===== src/pkg/spi_mem_pkg.sv =====
// package: opcodes, status layout, frame table and timing of the serial memory link
package spi_mem_pkg;
    localparam logic [7:0] write_cmd         = 8'h02;
    localparam logic [7:0] read_cmd          = 8'h03;
    localparam logic [7:0] fast_read_cmd     = 8'h0b;
    localparam logic [7:0] write_disable_cmd = 8'h04;
    localparam logic [7:0] status_read_cmd   = 8'h05;
    localparam logic [7:0] write_enable_cmd  = 8'h06;
    localparam logic [7:0] page_erase_cmd    = 8'h42;
    localparam logic [7:0] chip_erase_cmd_a  = 8'h60;
    localparam logic [7:0] chip_erase_cmd_b  = 8'hc7;
    localparam logic [7:0] power_down_cmd    = 8'hb9;
    localparam logic [7:0] resume_cmd        = 8'hab;
    // status register layout, upper bits always zero
    localparam int busy_flag_pos   = 0;
    localparam int latch_pos       = 1;
    localparam logic [7:0] status_reset = 8'h00;
    // array geometry
    localparam int addr_width      = 13;
    localparam int page_bits       = 5;
    // timing at a 20 ns clock
    localparam int clk_period_ns   = 20;
    localparam int cs_high_ns      = 100;
    localparam int cs_high_cycles  = (cs_high_ns + clk_period_ns - 1) / clk_period_ns;
    localparam int sck_half_cycles = 16;

    typedef enum logic [2:0] {
        ph_idle, ph_opcode, ph_addr, ph_dummy, ph_data_in, ph_data_out, ph_tail, ph_ignore
    } dev_phase_type;

    typedef enum logic [2:0] {ms_idle, ms_lead, ms_high, ms_low, ms_gap} master_state_type;

    // number of address bytes following an opcode
    function automatic logic [1:0] addr_bytes(input logic [7:0] op);
        return (op == write_cmd || op == read_cmd || op == fast_read_cmd ||
                op == page_erase_cmd) ? 2'h2 : 2'h0;
    endfunction

    function automatic logic dummy_byte(input logic [7:0] op);
        return op == fast_read_cmd;
    endfunction

    // commands whose data phase flows from device to master
    function automatic logic returns_data(input logic [7:0] op);
        return op == read_cmd || op == fast_read_cmd || op == status_read_cmd;
    endfunction
endpackage


===== src/pkg/spi_mem_if.sv =====
// interface: serial memory link between master and device
`timescale 1ns/10ps
interface spi_mem_if;
    logic select_n;
    logic sck;
    logic serial_in;
    logic serial_out;
    logic serial_out_oe_n;
    logic pause_n;
    wire  serial_out_line;

    // released line shows the inverse, so a sample taken too early fails
    assign serial_out_line = serial_out_oe_n ? !serial_out : serial_out;

    modport device (input select_n, sck, serial_in, pause_n,
                    output serial_out, serial_out_oe_n);
    modport master (output select_n, sck, serial_in, pause_n,
                    input serial_out_line);
endinterface


===== src/logic/spi_mem_device.sv =====
// module: serial front end of the non-volatile memory, command decode and status
// Function
// - Operate only while select is low
// - Deselected: ignore input, output floats
// - Capture input bits on rising clock
// - Launch output bits on falling clock
// - Pause freezes exchange, keeps sequence position
// - Clock modes 0 and 3 only
// - Frame starts after select falls, MSB first
// - Write: address, 1-32 bytes; read: unbounded
// - Fast read: address, dummy, then data
// - Write enable/disable single; status read repeats
// - Page erase addressed; chip erases single byte
// - Power down and resume single byte
// - Status eight bits, upper six zero
// - Status bit 0 shows busy
// - Status bit 1 shows write enable latch
// - Latch cleared by power-up, write disable and completed write, erase or power down
// - Write without latch ignored until reselect
// - While busy only status read accepted
// - Continuous read increments and wraps address
`timescale 1ns/10ps
module spi_mem_device #(
    parameter int addr_w = spi_mem_pkg::addr_width
) (
    input  wire logic              clk,
    input  wire logic              rst,
    spi_mem_if.device              link,
    input  wire logic              busy,
    input  wire logic [7:0]        rd_data,
    output logic [addr_w-1:0]      rd_addr,
    output logic                   wr_strobe,
    output logic [addr_w-1:0]      wr_addr,
    output logic [7:0]             wr_data,
    output logic                   write_commit,
    output logic                   page_erase,
    output logic                   chip_erase,
    output logic                   power_down,
    output logic                   standby
);
    typedef struct packed {
        logic [1:0]                 cs_s;
        logic [1:0]                 sck_s;
        logic [1:0]                 serial_in_s;
        logic [1:0]                 hold_s;
        logic                       cs_d;
        logic                       sck_d;
        spi_mem_pkg::dev_phase_type phase;
        logic [2:0]                 bit_cnt;
        logic                       addr_hi_done;
        logic [7:0]                 shift_in;
        logic [7:0]                 shift_out;
        logic [7:0]                 opcode;
        logic [15:0]                addr;
        logic                       data_seen;
        logic                       write_enable_latch;
        logic                       asleep;
        logic                       sout;
        logic                       sout_oe_n;
        logic [addr_w-1:0]          rd_addr;
        logic                       wr_strobe;
        logic [addr_w-1:0]          wr_addr;
        logic [7:0]                 wr_data;
        logic                       write_commit;
        logic                       page_erase;
        logic                       chip_erase;
        logic                       standby;
    } dev_state_type;

    dev_state_type r;
    dev_state_type n;
    logic          sel;
    logic          held;
    logic          sck_rise;
    logic          sck_fall;
    logic [7:0]    in_byte;
    logic [7:0]    device_status;
    logic [7:0]    src;

    // edges seen on the second synchroniser stage only
    assign sel      = !r.cs_s[1];
    assign held     = !r.hold_s[1];
    assign sck_rise = r.sck_s[1] && !r.sck_d;
    assign sck_fall = !r.sck_s[1] && r.sck_d;
    assign in_byte  = {r.shift_in[6:0], r.serial_in_s[1]};

    // status byte rebuilt every time it is loaded for shifting
    always_comb begin
        device_status = spi_mem_pkg::status_reset;
        device_status[spi_mem_pkg::busy_flag_pos] = busy;
        device_status[spi_mem_pkg::latch_pos]     = r.write_enable_latch;
        src = (r.opcode == spi_mem_pkg::status_read_cmd) ? device_status : rd_data;
    end

    // frame decoder
    always_comb begin
        n = r;
        n.cs_s         = {r.cs_s[0], link.select_n};
        n.sck_s        = {r.sck_s[0], link.sck};
        n.serial_in_s  = {r.serial_in_s[0], link.serial_in};
        n.hold_s       = {r.hold_s[0], link.pause_n};
        n.cs_d         = r.cs_s[1];
        n.sck_d        = r.sck_s[1];
        n.wr_strobe    = 1'h0;
        n.write_commit = 1'h0;
        n.page_erase   = 1'h0;
        n.chip_erase   = 1'h0;
        n.standby      = !sel;
        if (r.cs_d && sel) begin
            // new frame; mode 0 or 3 alike, first rise is bit 7
            n.phase        = spi_mem_pkg::ph_opcode;
            n.bit_cnt      = 3'h0;
            n.addr_hi_done = 1'h0;
            n.data_seen    = 1'h0;
        end else if (!r.cs_d && !sel) begin
            n.phase = spi_mem_pkg::ph_idle;
            // only whole bytes count; a torn byte acts on nothing, though the phase still goes idle
            if (r.bit_cnt == 3'h0) begin
                case (r.opcode)
                    spi_mem_pkg::write_enable_cmd: begin
                        if (r.phase == spi_mem_pkg::ph_tail)
                            n.write_enable_latch = 1'h1;
                    end
                    spi_mem_pkg::write_disable_cmd: begin
                        if (r.phase == spi_mem_pkg::ph_tail)
                            n.write_enable_latch = 1'h0;
                    end
                    spi_mem_pkg::write_cmd: begin
                        if (r.phase == spi_mem_pkg::ph_data_in && r.data_seen) begin
                            n.write_commit = 1'h1;
                            n.write_enable_latch = 1'h0;
                        end
                    end
                    spi_mem_pkg::page_erase_cmd: begin
                        if (r.phase == spi_mem_pkg::ph_tail && r.write_enable_latch) begin
                            n.page_erase = 1'h1;
                            n.write_enable_latch = 1'h0;
                        end
                    end
                    spi_mem_pkg::chip_erase_cmd_a, spi_mem_pkg::chip_erase_cmd_b: begin
                        if (r.phase == spi_mem_pkg::ph_tail && r.write_enable_latch) begin
                            n.chip_erase = 1'h1;
                            n.write_enable_latch = 1'h0;
                        end
                    end
                    spi_mem_pkg::power_down_cmd: begin
                        if (r.phase == spi_mem_pkg::ph_tail) begin
                            n.asleep = 1'h1;
                            n.write_enable_latch = 1'h0;
                        end
                    end
                    spi_mem_pkg::resume_cmd: begin
                        if (r.phase == spi_mem_pkg::ph_tail)
                            n.asleep = 1'h0;
                    end
                    default: begin
                    end
                endcase
            end
        end else if (sel && !held && r.phase != spi_mem_pkg::ph_idle) begin
            // capture side
            if (sck_rise) begin
                n.shift_in = in_byte;
                n.bit_cnt  = r.bit_cnt + 3'h1;
                if (r.bit_cnt == 3'h7) begin
                    case (r.phase)
                        spi_mem_pkg::ph_opcode: begin
                            n.opcode = in_byte;
                            if (busy && in_byte != spi_mem_pkg::status_read_cmd)
                                n.phase = spi_mem_pkg::ph_ignore;
                            else if (r.asleep && in_byte != spi_mem_pkg::resume_cmd)
                                n.phase = spi_mem_pkg::ph_ignore;
                            else if (in_byte == spi_mem_pkg::write_cmd)
                                n.phase = r.write_enable_latch ? spi_mem_pkg::ph_addr
                                                : spi_mem_pkg::ph_ignore;
                            else if (spi_mem_pkg::addr_bytes(in_byte) != 2'h0)
                                n.phase = spi_mem_pkg::ph_addr;
                            else if (in_byte == spi_mem_pkg::status_read_cmd)
                                n.phase = spi_mem_pkg::ph_data_out;
                            else if (in_byte == spi_mem_pkg::write_enable_cmd ||
                                     in_byte == spi_mem_pkg::write_disable_cmd ||
                                     in_byte == spi_mem_pkg::chip_erase_cmd_a ||
                                     in_byte == spi_mem_pkg::chip_erase_cmd_b ||
                                     in_byte == spi_mem_pkg::power_down_cmd ||
                                     in_byte == spi_mem_pkg::resume_cmd)
                                n.phase = spi_mem_pkg::ph_tail;
                            else
                                n.phase = spi_mem_pkg::ph_ignore;
                        end
                        spi_mem_pkg::ph_addr: begin
                            if (!r.addr_hi_done) begin
                                n.addr[15:8]   = in_byte;
                                n.addr_hi_done = 1'h1;
                            end else begin
                                n.addr[7:0] = in_byte;
                                n.rd_addr   = addr_w'({r.addr[15:8], in_byte});
                                if (r.opcode == spi_mem_pkg::write_cmd)
                                    n.phase = spi_mem_pkg::ph_data_in;
                                else if (r.opcode == spi_mem_pkg::fast_read_cmd)
                                    n.phase = spi_mem_pkg::ph_dummy;
                                else if (r.opcode == spi_mem_pkg::read_cmd)
                                    n.phase = spi_mem_pkg::ph_data_out;
                                else
                                    n.phase = spi_mem_pkg::ph_tail;
                            end
                        end
                        spi_mem_pkg::ph_dummy: n.phase = spi_mem_pkg::ph_data_out;
                        spi_mem_pkg::ph_data_in: begin
                            // page buffer takes each byte; address wraps inside the page
                            n.wr_strobe = 1'h1;
                            n.wr_addr   = r.addr[addr_w-1:0];
                            n.wr_data   = in_byte;
                            n.data_seen = 1'h1;
                            n.addr[spi_mem_pkg::page_bits-1:0] =
                                r.addr[spi_mem_pkg::page_bits-1:0] + 5'h1;
                        end
                        spi_mem_pkg::ph_data_out: begin
                            n.addr    = r.addr + 16'h1;
                            n.rd_addr = r.addr[addr_w-1:0] + addr_w'(1);
                        end
                        default: begin
                        end
                    endcase
                end
            end
            // launch side
            if (sck_fall && r.phase == spi_mem_pkg::ph_data_out) begin
                if (r.bit_cnt == 3'h0) begin
                    n.sout      = src[7];
                    n.shift_out = {src[6:0], 1'h0};
                end else begin
                    n.sout      = r.shift_out[7];
                    n.shift_out = {r.shift_out[6:0], 1'h0};
                end
            end
        end
        // drive only while returning data, selected and not paused
        n.sout_oe_n = !(n.phase == spi_mem_pkg::ph_data_out && !link.select_n
                        && sel && !held);
    end

    always_ff @(posedge clk or posedge rst) begin
        if (rst) begin
            r           <= '0;
            r.cs_s      <= 2'h3;
            r.cs_d      <= 1'h1;
            r.hold_s    <= 2'h3;
            r.sout_oe_n <= 1'h1;
            r.standby   <= 1'h1;
        end else begin
            r <= n;
        end
    end

    assign link.serial_out      = r.sout;
    assign link.serial_out_oe_n = r.sout_oe_n;
    assign rd_addr              = r.rd_addr;
    assign wr_strobe            = r.wr_strobe;
    assign wr_addr              = r.wr_addr;
    assign wr_data              = r.wr_data;
    assign write_commit         = r.write_commit;
    assign page_erase           = r.page_erase;
    assign chip_erase           = r.chip_erase;
    assign power_down           = r.asleep;
    assign standby              = r.standby;
endmodule // spi_mem_device


===== src/flat_wrapper.sv =====
// flat-port wrapper written by rule: the top's interface ports become plain ports
module spi_mem_device_flat 
#(
    parameter int addr_w = spi_mem_pkg::addr_width
)
  (clk, rst, busy, rd_data, rd_addr, wr_strobe, wr_addr, wr_data, write_commit, page_erase, chip_erase, power_down, standby, link_select_n, link_sck, link_serial_in, link_pause_n, link_serial_out, link_serial_out_oe_n);
  spi_mem_if link_i ();
  input  wire logic clk;
  input  wire logic rst;
  input  wire logic busy;
  input  wire logic [7:0] rd_data;
  output logic [addr_w-1:0] rd_addr;
  output logic wr_strobe;
  output logic [addr_w-1:0] wr_addr;
  output logic [7:0] wr_data;
  output logic write_commit;
  output logic page_erase;
  output logic chip_erase;
  output logic power_down;
  output logic standby;
  input wire logic [$bits(link_i.select_n)-1:0] link_select_n;
  input wire logic [$bits(link_i.sck)-1:0] link_sck;
  input wire logic [$bits(link_i.serial_in)-1:0] link_serial_in;
  input wire logic [$bits(link_i.pause_n)-1:0] link_pause_n;
  output wire logic [$bits(link_i.serial_out)-1:0] link_serial_out;
  output wire logic [$bits(link_i.serial_out_oe_n)-1:0] link_serial_out_oe_n;
  assign link_i.select_n = link_select_n;
  assign link_i.sck = link_sck;
  assign link_i.serial_in = link_serial_in;
  assign link_i.pause_n = link_pause_n;
  assign link_serial_out = link_i.serial_out;
  assign link_serial_out_oe_n = link_i.serial_out_oe_n;
  spi_mem_device #(.addr_w(addr_w)) u_core (.clk(clk), .rst(rst), .link(link_i), .busy(busy), .rd_data(rd_data), .rd_addr(rd_addr), .wr_strobe(wr_strobe), .wr_addr(wr_addr), .wr_data(wr_data), .write_commit(write_commit), .page_erase(page_erase), .chip_erase(chip_erase), .power_down(power_down), .standby(standby));
endmodule

===== config.mk =====
export PLATFORM = sky130hd
export DESIGN_NAME = spi_mem_device_flat
export DESIGN_NICKNAME = d
export VERILOG_FILES = /design/src/pkg/spi_mem_pkg.sv /design/src/pkg/spi_mem_if.sv /design/src/logic/spi_mem_device.sv /design/src/flat_wrapper.sv
export SDC_FILE = /design/constraint.sdc
export NUM_CORES = 1
export LEC_CHECK = 0
export BUFFER_PORTS_ARGS = -buffer_cell sky130_fd_sc_hd__buf_2
export CORE_ASPECT_RATIO = 0.75
export CORE_MARGIN = 1
export CORE_UTILIZATION = 26
export CTS_BUF_LIST = sky130_fd_sc_hd__clkbuf_8
export DETAILED_ROUTE_END_ITERATION = 16
export GPL_ROUTABILITY_DRIVEN = 0
export HOLD_SLACK_MARGIN = 0.1
export PLACE_DENSITY = 0.47
export SLEW_MARGIN = 10
export SYNTH_ARGS = -nofsm -noshare
export SYNTH_HDL_FRONTEND = slang
export SYNTH_SLANG_ARGS = --single-unit

===== constraint.sdc =====
create_clock -name clk -period 3.4 [get_ports clk]
set_input_delay 0.34 -clock clk [delete_from_list [all_inputs] [get_ports clk]]
set_output_delay 0.34 -clock clk [all_outputs]
set_load 0.1 [all_outputs]

# Word-level counts from Yosys, hierarchy flattened
# Index checks and enable logic that the tools add are counted.
# Widths: inputs -> output; s select.
# totals
regBits	100
latch_bits	0
mem_bits_rw	0
mem_bits_ro	0
input_bits	15
output_inout_bits	42
word_cells	184
memories	0
# classes
add_sub_neg	4
n_mul	0
div	0
magnitude_cmp	0
eq_ne	41
n_shift	0
muxes	56
n_bitwise	2
n_reduce_logical	54
# ops
operator	n
$mux 22	5
$mux 25	3
$eq 8x3->1 const B	6
$eq 8x8->1 const B	6
$mux 48	1
$mux 8	6
$mux 45	1
$mux 3	12
$eq 8x2->1 const B	4
$eq 8x7->1 const B	4
$pmux 13 s2	1
$pmux 11 s2	1
$reduce_and 7->1	3
$reduce_and 6->1	3
$add 16x1->16 const B	1
$eq 8x4->1 const B	2
$ne 2x1->1 const B	8
$reduce_bool 2->1	8
$eq 3x3->1 const B	5
$mux 1	15
$mux 15	1
$pmux 5 s3	1
$logic_and 1x1->1	14
$add 13x1->13 const B	1
25 further kinds	45

# Depth between registers and ports, before layout
# Gate-level depths: netlist (run 1).
# depth
ltp_word	23
ltp_mapped	9
depth_no_buf	7

# Least setup slack after synthesis (run 1)
# OpenSTA, ideal clock, no wires.
# synth_timing
path_type	reg-to-reg
startpoint	reg u_core.r[92] (netlist name)
endpoint	reg u_core.r, in the netlist u_core.wr_addr[10]
setup_ns	0.128
arrival_time_ns	2.181
t_required_ns	3.272
slack_ns	1.092
stages_incl_launch_ff	8
path_buffers	2
period_less_slack_ns	2.308
cell_sequence	dfstp_2 > inv_1 > ha_1 > and3_1 > buf_2 > nand3_2 > buf_4 > mux2_1
# synth_via
elab_chain_cells	4
elab_cells_between_ends	6
classes_between	2 x bitwise; 4 x reduce/logical
# synth_lines
element	line	rtl
start, declared	spi_mem_device.sv:70	dev_state_type r;
start signal, assigned	spi_mem_device.sv:251	r <= n;
$logic_not 1->1	spi_mem_device.sv:115	end else if (!r.cs_d && !sel) begin
$logic_and 1x1->1	spi_mem_device.sv:115	
$not 1->1 (no line)	--	
$reduce_and 6->1 (no line) *	--	
# Mark *: on every way between the ends. The rest lies on a longest branch, timed or not.
# A chain may end at the register's enable or synchronous reset.

# Final worst setup path (run 1)
# layout_timing
startpoint	reg u_core.r[92] (netlist name)
endpoint	reg u_core.r, in the netlist u_core.wr_data[3]
# Same word-level chain as after synthesis.

==> results of run 1 <==
-- through the flow --
stage	cell area, um2	total power, uW	cells	utilization (%)
after floorplan	4870	1260	491	-
after global placement	5080	1310	729	28.3
after detailed placement	5080	1310	729	28.3
after CTS	5340	2150	749	29.7
after global routing	5340	2200	749	29.7
final	5340	2100	749	29.7
-- registers in the layout (all words and copies together) (netlist names) --
signal                       flops
u_core.r                        36
u_core.rd_addr                  13
u_core.wr_addr                  13
u_core.in_byte                   8
u_core.wr_data                   8
u_core.n                         6
u_core.chip_erase                1
u_core.device_status             1
u_core.link.serial_out           1
u_core.link.serial_out_oe_n      1
u_core.page_erase                1
u_core.power_down                1
u_core.wr_strobe                 1
u_core.write_commit              1
-- logic make-up after synthesis --
family	share of synthesized area [%]
XOR/XNOR	1.44
multiplexers	8.56
AO/OA/AOI/OAI	13.3
adder cells (fa/ha/maj)	1.54
AND/OR/NAND/NOR	18.6
buffers and inverters	9.15
flip-flops	47.5
-- layout make-up --
type,instances,area [um2]
Inverter,10,40.0
Multi-Input combinational cell,324,2110
Sequential cell,92,2310
Fill cell,1902,12600
Timing Repair Buffer,65,358
Clock buffer,9,124
Clock inverter,7,91.3
Tap cell,242,303
-- cell usage after synthesis (3+ instances only) --
library cell,n
dfrtp_1,86
nand2_1,42
buf_4,37
nor2_1,34
a21oi_1,28
mux2_1,26
o21ai_1,19
clkbuf_1,17
nand3_1,16
o21ai_0,15
a31oi_1,12
nor3b_1,11
inv_1,9
and2_1,8
buf_2,8
nor3_1,8
mux2_2,7
o22a_1,7
and3_1,6
dfstp_2,6
ha_1,6
nand2b_1,6
xnor2_1,5
nand4_1,4
nand4b_1,4
nor2b_1,4
nor4_1,4
a21o_1,3
a22o_1,3
mux2i_1,3
o31ai_1,3
xor2_1,3
-- worst max-delay path, cell delays in order (launching register included) --
cell and delay (ns):
dfstp_2 0.55, inv_1 0.05, ha_1 0.30, and3_1 0.42, nand3_2 0.58, mux2_1 0.51
-- power by group through the flow --
| stage | sequential [uW] | clock (uW) | combinational (uW) |
|---|---|---|---|
| global placement | 1170 | 0 | 143 |
| detailed placement | 1170 | 0 | 144 |
| floorplan | 1140 | 0 | 117 |
| CTS | 1140 | 855 | 148 |
| global route | 1150 | 888 | 165 |
| finish | 1140 | 812 | 144 |
-- how the worst max path moves through the flow --
stage	start	end	slack (ns)	depth (start not counted)
2_1_floorplan	rst	u_core.chip_erase$_DFF_PP0_	0.68	1
3_3_place_gp	u_core.r[92]$_DFF_PP1_	u_core.wr_addr[10]$_DFFE_PP0P_	0.86	5
3_5_place_dp	u_core.r[92]$_DFF_PP1_	u_core.wr_data[3]$_DFFE_PP0P_	0.81	5
4_1_cts	u_core.r[92]$_DFF_PP1_	u_core.wr_data[3]$_DFFE_PP0P_	0.78	5
5_1_grt	u_core.r[92]$_DFF_PP1_	u_core.wr_data[6]$_DFFE_PP0P_	0.64	5
6_report	u_core.r[92]$_DFF_PP1_	u_core.wr_data[3]$_DFFE_PP0P_	0.86	5
-- layer usage --
layer,GRT usage (%),vias up
met5,0,-
met1,16.9,1708
met2,18.9,76
met3,3.77,23
li1,-,1744
met4,4.23,0
==> reports/results.tsv, run 1 <==
metric	value	unit
R2R Path End	u_core.wr_data[3]$_DFFE_PP0P_	
die width	160	um
fin worst setup slack	0.863	ns
count of state elements after synthesis	92	
Sw Pwr	521	uW
layout cells sized above 1	18.7	%
DR WL met2	4870	um
IO buf count	56	
DP Worst Slack	0.806	ns
period utilization	74.6	%
top cells by area, synth	dfrtp_1 44%, mux2_1 6.0%, buf_4 5.7%	
Worst-path clk slew	0.09	ns
detailed placement HPWL	8020	um
clock group share of total power	38.7	%
syn_nets	512	
register-to-register setup slack	0.86	ns
Critical Path RT	3.66	ns
clock buffer count from CTS	9	
worst r2r path cells	5	
area delta synth->final	9.67	%
H-tree depth	3	
f_max	394	MHz
vias in the first global route	3537	
CTS tree	done	
GRT overflow	0	
number of flops mapped to enable cells by yosys	0	
clk_skew	0.0128	ns
post-cts gate resize count	0	
initial core utilization	27.1	%
Avg Vias per Cell	4.74	
cells after synthesis	491	
Final min period	2.54	ns
total number of vias	3551	
Final Setup Violations	0	
Comb pwr share	6.9	%
final hold vios	0	
Routed wire per std cell	15.0	um
drt total wl	11300	um
worst vdd rail ir drop	0.166	mV
most frequent cells in the layout	86 x dfrtp_1, 56 x buf_2, 42 x nand2_1	
commonest non-fill, non-tap cell in the layout	dfrtp_1	
height of the die	120	um
max_cap viols	0	
Cell Int Power	1580	uW
PD cells	394	mW/mm2
Detailed Route Iter0 Violations	260	
Post-Route Setup TNS	0	ns
R2R Path Start	u_core.r[92]$_DFF_PP1_	
met3 routed WL	548	um
maximum root-to-sink buffer count	2	
Hold Buf Count CTS	4	
die area	0.0193	mm2
syn avg cell area	9.91	um2
Synth area leader	dfrtp_1	
CP max FO	22	
Leak Pwr	0.00246	uW
FFs w/ async S/R, synth	100	%
final max-slew violation count	0	
Rel. slew slack	46.9	%
Net Sw Frac	24.8	%
arrival time worst endpoint	2.79	ns
clock sink count	92	
status	finished clean	
worst slew pin tran	0.794	ns
share of the synthesized area in the top cell type	44.2	%
crit start category	register	
synth warn	0	
nets@finish	523	
met1 wire length	5650	um
initial antenna violation count	0	
first-pass GRT wire length	18700	um
Synth cell types	63	
Max Used Layer	met4	
sequential fraction of the synthesis area	47.5	%
DRT Pass-1 Iters	5	
Worst Setup End Kind	register	
Total GRT Usage	12.5	%
CORE AREA	0.0180	mm2
Cell Area, Synth	0.00487	mm2
RSZ-0062 raised after global routing	no	
sequential share of power	54.5	%
Final ANT Viol Nets	0	
drc violations	0	
antenna cells	0	
IO Pins	57	
Post-synth top flop	dfrtp_1	
Site Rows	42	
largest net degree at the start of global routing	62	
setup repair bufs after CTS	0	
worst hold margin	0.0985	ns
Skew-Pair Late Insertion Delay	0.38	ns
Root Buffer	clkbuf_8	
CP Class	reg -> reg	
Hold WC Path Type	in -> async	
Note: power is estimated with default switching activity, not from simulation.
==> run 2, diff against run 1 <==
--- a/config.mk
+++ b/config.mk
@@ -13,7 +13,7 @@
 export DETAILED_ROUTE_END_ITERATION = 16
 export GPL_ROUTABILITY_DRIVEN = 0
 export HOLD_SLACK_MARGIN = 0.1
-export PLACE_DENSITY = 0.47
+export PLACE_DENSITY = 0.48
 export SLEW_MARGIN = 10
 export SYNTH_ARGS = -nofsm -noshare
 export SYNTH_HDL_FRONTEND = slang
==> constraint.sdc (replaced) <==
create_clock -name clk -period 2.2 [get_ports clk]
set_input_delay 0.22 -clock clk [delete_from_list [all_inputs] [get_ports clk]]
set_output_delay 0.22 -clock clk [all_outputs]
set_load 0.1 [all_outputs]
==> run 2 against run 1 <==
Combinational power grew 95%. First-iteration DRC count grew 14%. Final area grew 4.9%. Cell count grew 3.9%. Highest routed layer unchanged.
==> reports/results.tsv, run 2 (synthesis gave the netlist of run 1 again) <==
metric	value	unit	change
area delta synth->final	15.0	%	
final hold vios	0		unchanged
clock sink count	92		unchanged
die width	160	um	unchanged
DRT Pass-1 Iters	5		unchanged
CTS tree	done		
commonest non-fill, non-tap cell in the layout	dfrtp_1		
die area	0.0193	mm2	unchanged
R2R Path End	u_core.r[74]$_DFFE_PP0P_		
CORE AREA	0.0180	mm2	unchanged
H-tree depth	3		unchanged
Worst Hold End	u_core.r[69]$_DFFE_PP0P_		
Crit path buffers/inverters	2		+1
CP max FO	12		-45%
nets@finish	553		+5.7%
worst r2r path cells	7		+2
height of the die	120	um	unchanged
period utilization	91.5	%	+17 points
maximum root-to-sink buffer count	2		unchanged
IO buf count	56		unchanged
crit-path cells	inv_1 > ha_1 > nand2_1 > or4_1 > buf_4 > nand2_1 > o21ai_1		
PD cells	573	mW/mm2	+46%
DR WL met2	5070	um	+4.0%
Hold WC Path Type	in -> reg		
IO Pins	57		unchanged
Worst Setup End Kind	register		
arrival time worst endpoint	2.28	ns	-0.51 ns
drt total wl	11500	um	+2.0%
most frequent cells in the layout	86 x dfrtp_1, 56 x buf_2, 42 x nand2_1		
R2R Path Start	u_core.r[92]$_DFF_PP1_		
Worst-path clk slew	0.09	ns	about the same
first-pass GRT wire length	19100	um	+2.0%
Final Setup Violations	0		unchanged
Root Buffer	clkbuf_8		
total number of vias	3680		+3.6%
detailed placement HPWL	8350	um	+4.2%
Skew-Pair Late Insertion Delay	0.38	ns	about the same
Total GRT Usage	12.7	%	+0.17 points
final max-slew violation count	0		unchanged
clk_skew	0.0151	ns	+0.00230 ns
crit start category	register		
status	finished clean		
Final min period	2.01	ns	-0.525 ns
f_max	497	MHz	+26%
worst vdd rail ir drop	0.217	mV	+31%
clock buffer count from CTS	9		unchanged
Detailed Route Iter0 Violations	296		+14%
Post-Route Setup TNS	0	ns	unchanged
CP Class	reg -> reg		
register-to-register setup slack	0.19	ns	-0.68 ns
Total Power	3210	uW	+53%
Biggest register	u_core.r		
Leak Pwr	0.00261	uW	+6.2%
GRT overflow	0		unchanged
Rel. slew slack	52.6	%	+5.6 points
layout cells sized above 1	23.3	%	+4.6 points
initial antenna violation count	0		unchanged
Critical Path RT	2.47	ns	-1.19 ns
Site Rows	42		unchanged
Hold Crit Start	rd_data[0]		
vias in the first global route	3635		+2.8%
Worst path slowest cell	dfstp_4		
CP max stage delay	0.62	ns	+0.04 ns
initial core utilization	27.1	%	unchanged
drc violations	0		unchanged
hold path depth	3		
Final ANT Viol Nets	0		unchanged
kind of cell adding the most delay to the critical path	simple AND/OR/NAND/NOR gates		
met1 wire length	5650	um	unchanged
Max Used Layer	met4		
max_cap viols	0		unchanged
largest net degree at the start of global routing	39		-37%
worst slew pin tran	0.710	ns	-0.0844 ns
Routed wire per std cell	14.8	um	-1.8%
met3 routed WL	627	um	+14%
antenna cells	0		unchanged
RSZ-0062 raised after global routing	no		
Avg Vias per Cell	4.73		-0.23%
CP most frequent cell	nand2_1		
max reg flops	36		unchanged
[run 2: cell type report]
class / count / area [um2]
Fill cell: 1872 / 12400
Sequential cell: 92 / 2310
Multi-Input combinational cell: 324 / 2120
Timing Repair Buffer: 95 / 623
Tap cell: 242 / 303
Clock buffer: 11 / 151
Clock inverter: 4 / 48.8
Inverter: 10 / 41.3
[run 2: tightest hold or removal path, delay by kind of cell]
kind | cells | cell delay [ns]
multiplexers | 1 | 0.12
AO/OA/AOI/OAI | 1 | 0.09
buffers and inverters | 1 | 0.10
[run 2: stage by stage]
stage	setup slack (ns)	std cells	hold WS (ns)	area, um2	util (%)
after global placement	0.178	758	0.329	5340	29.7
after floorplan	0.0267	491	0.224	4880	-
after detailed placement	0.176	758	0.327	5340	29.7
after CTS	0.149	778	0.172	5590	31.1
after global routing	0.0502	778	0.227	5600	31.1
final	0.188	778	0.187	5600	31.1
[run 2: repair_timing]
item,4_1_cts,5_1_grt
endpoints found under the hold margin,30,0
endpoints found under the setup margin,0,3
buffers inserted,0,0
resized for setup,0,1
hold buffers,5,0
[run 2: worst max path at each step]
stage | start | endpoint | slack [ns] | cells after the start
floorplan | u_core.r[92]$_DFF_PP1_ | u_core.wr_addr[10]$_DFFE_PP0P_ | 0.03 | 7
global route | u_core.r[85]$_DFFE_PP0P_ | u_core.rd_addr[5]$_DFFE_PP0P_ | 0.05 | 7
detailed placement | u_core.r[92]$_DFF_PP1_ | u_core.r[47]$_DFFE_PP0P_ | 0.18 | 7
finish | u_core.r[92]$_DFF_PP1_ | u_core.r[74]$_DFFE_PP0P_ | 0.19 | 7
global placement | u_core.r[92]$_DFF_PP1_ | u_core.r[67]$_DFFE_PP0P_ | 0.18 | 6
CTS | u_core.r[85]$_DFFE_PP0P_ | u_core.r[47]$_DFFE_PP0P_ | 0.15 | 7
[run 2: power breakdown]
| part | switching, uW | internal, uW |
|---|---|---|
| combinational | 166 | 115 |
| clock | 603 | 579 |
| sequential | 26.1 | 1720 |
| total | 795 | 2410 |
[run 2: metal layers]
layer | vias up | track usage [%]
met2 | 84 | 19.4
met3 | 9 | 4.15
met1 | 1789 | 16.9
met4 | 0 | 3.93
met5 | - | 0
li1 | 1798 | -
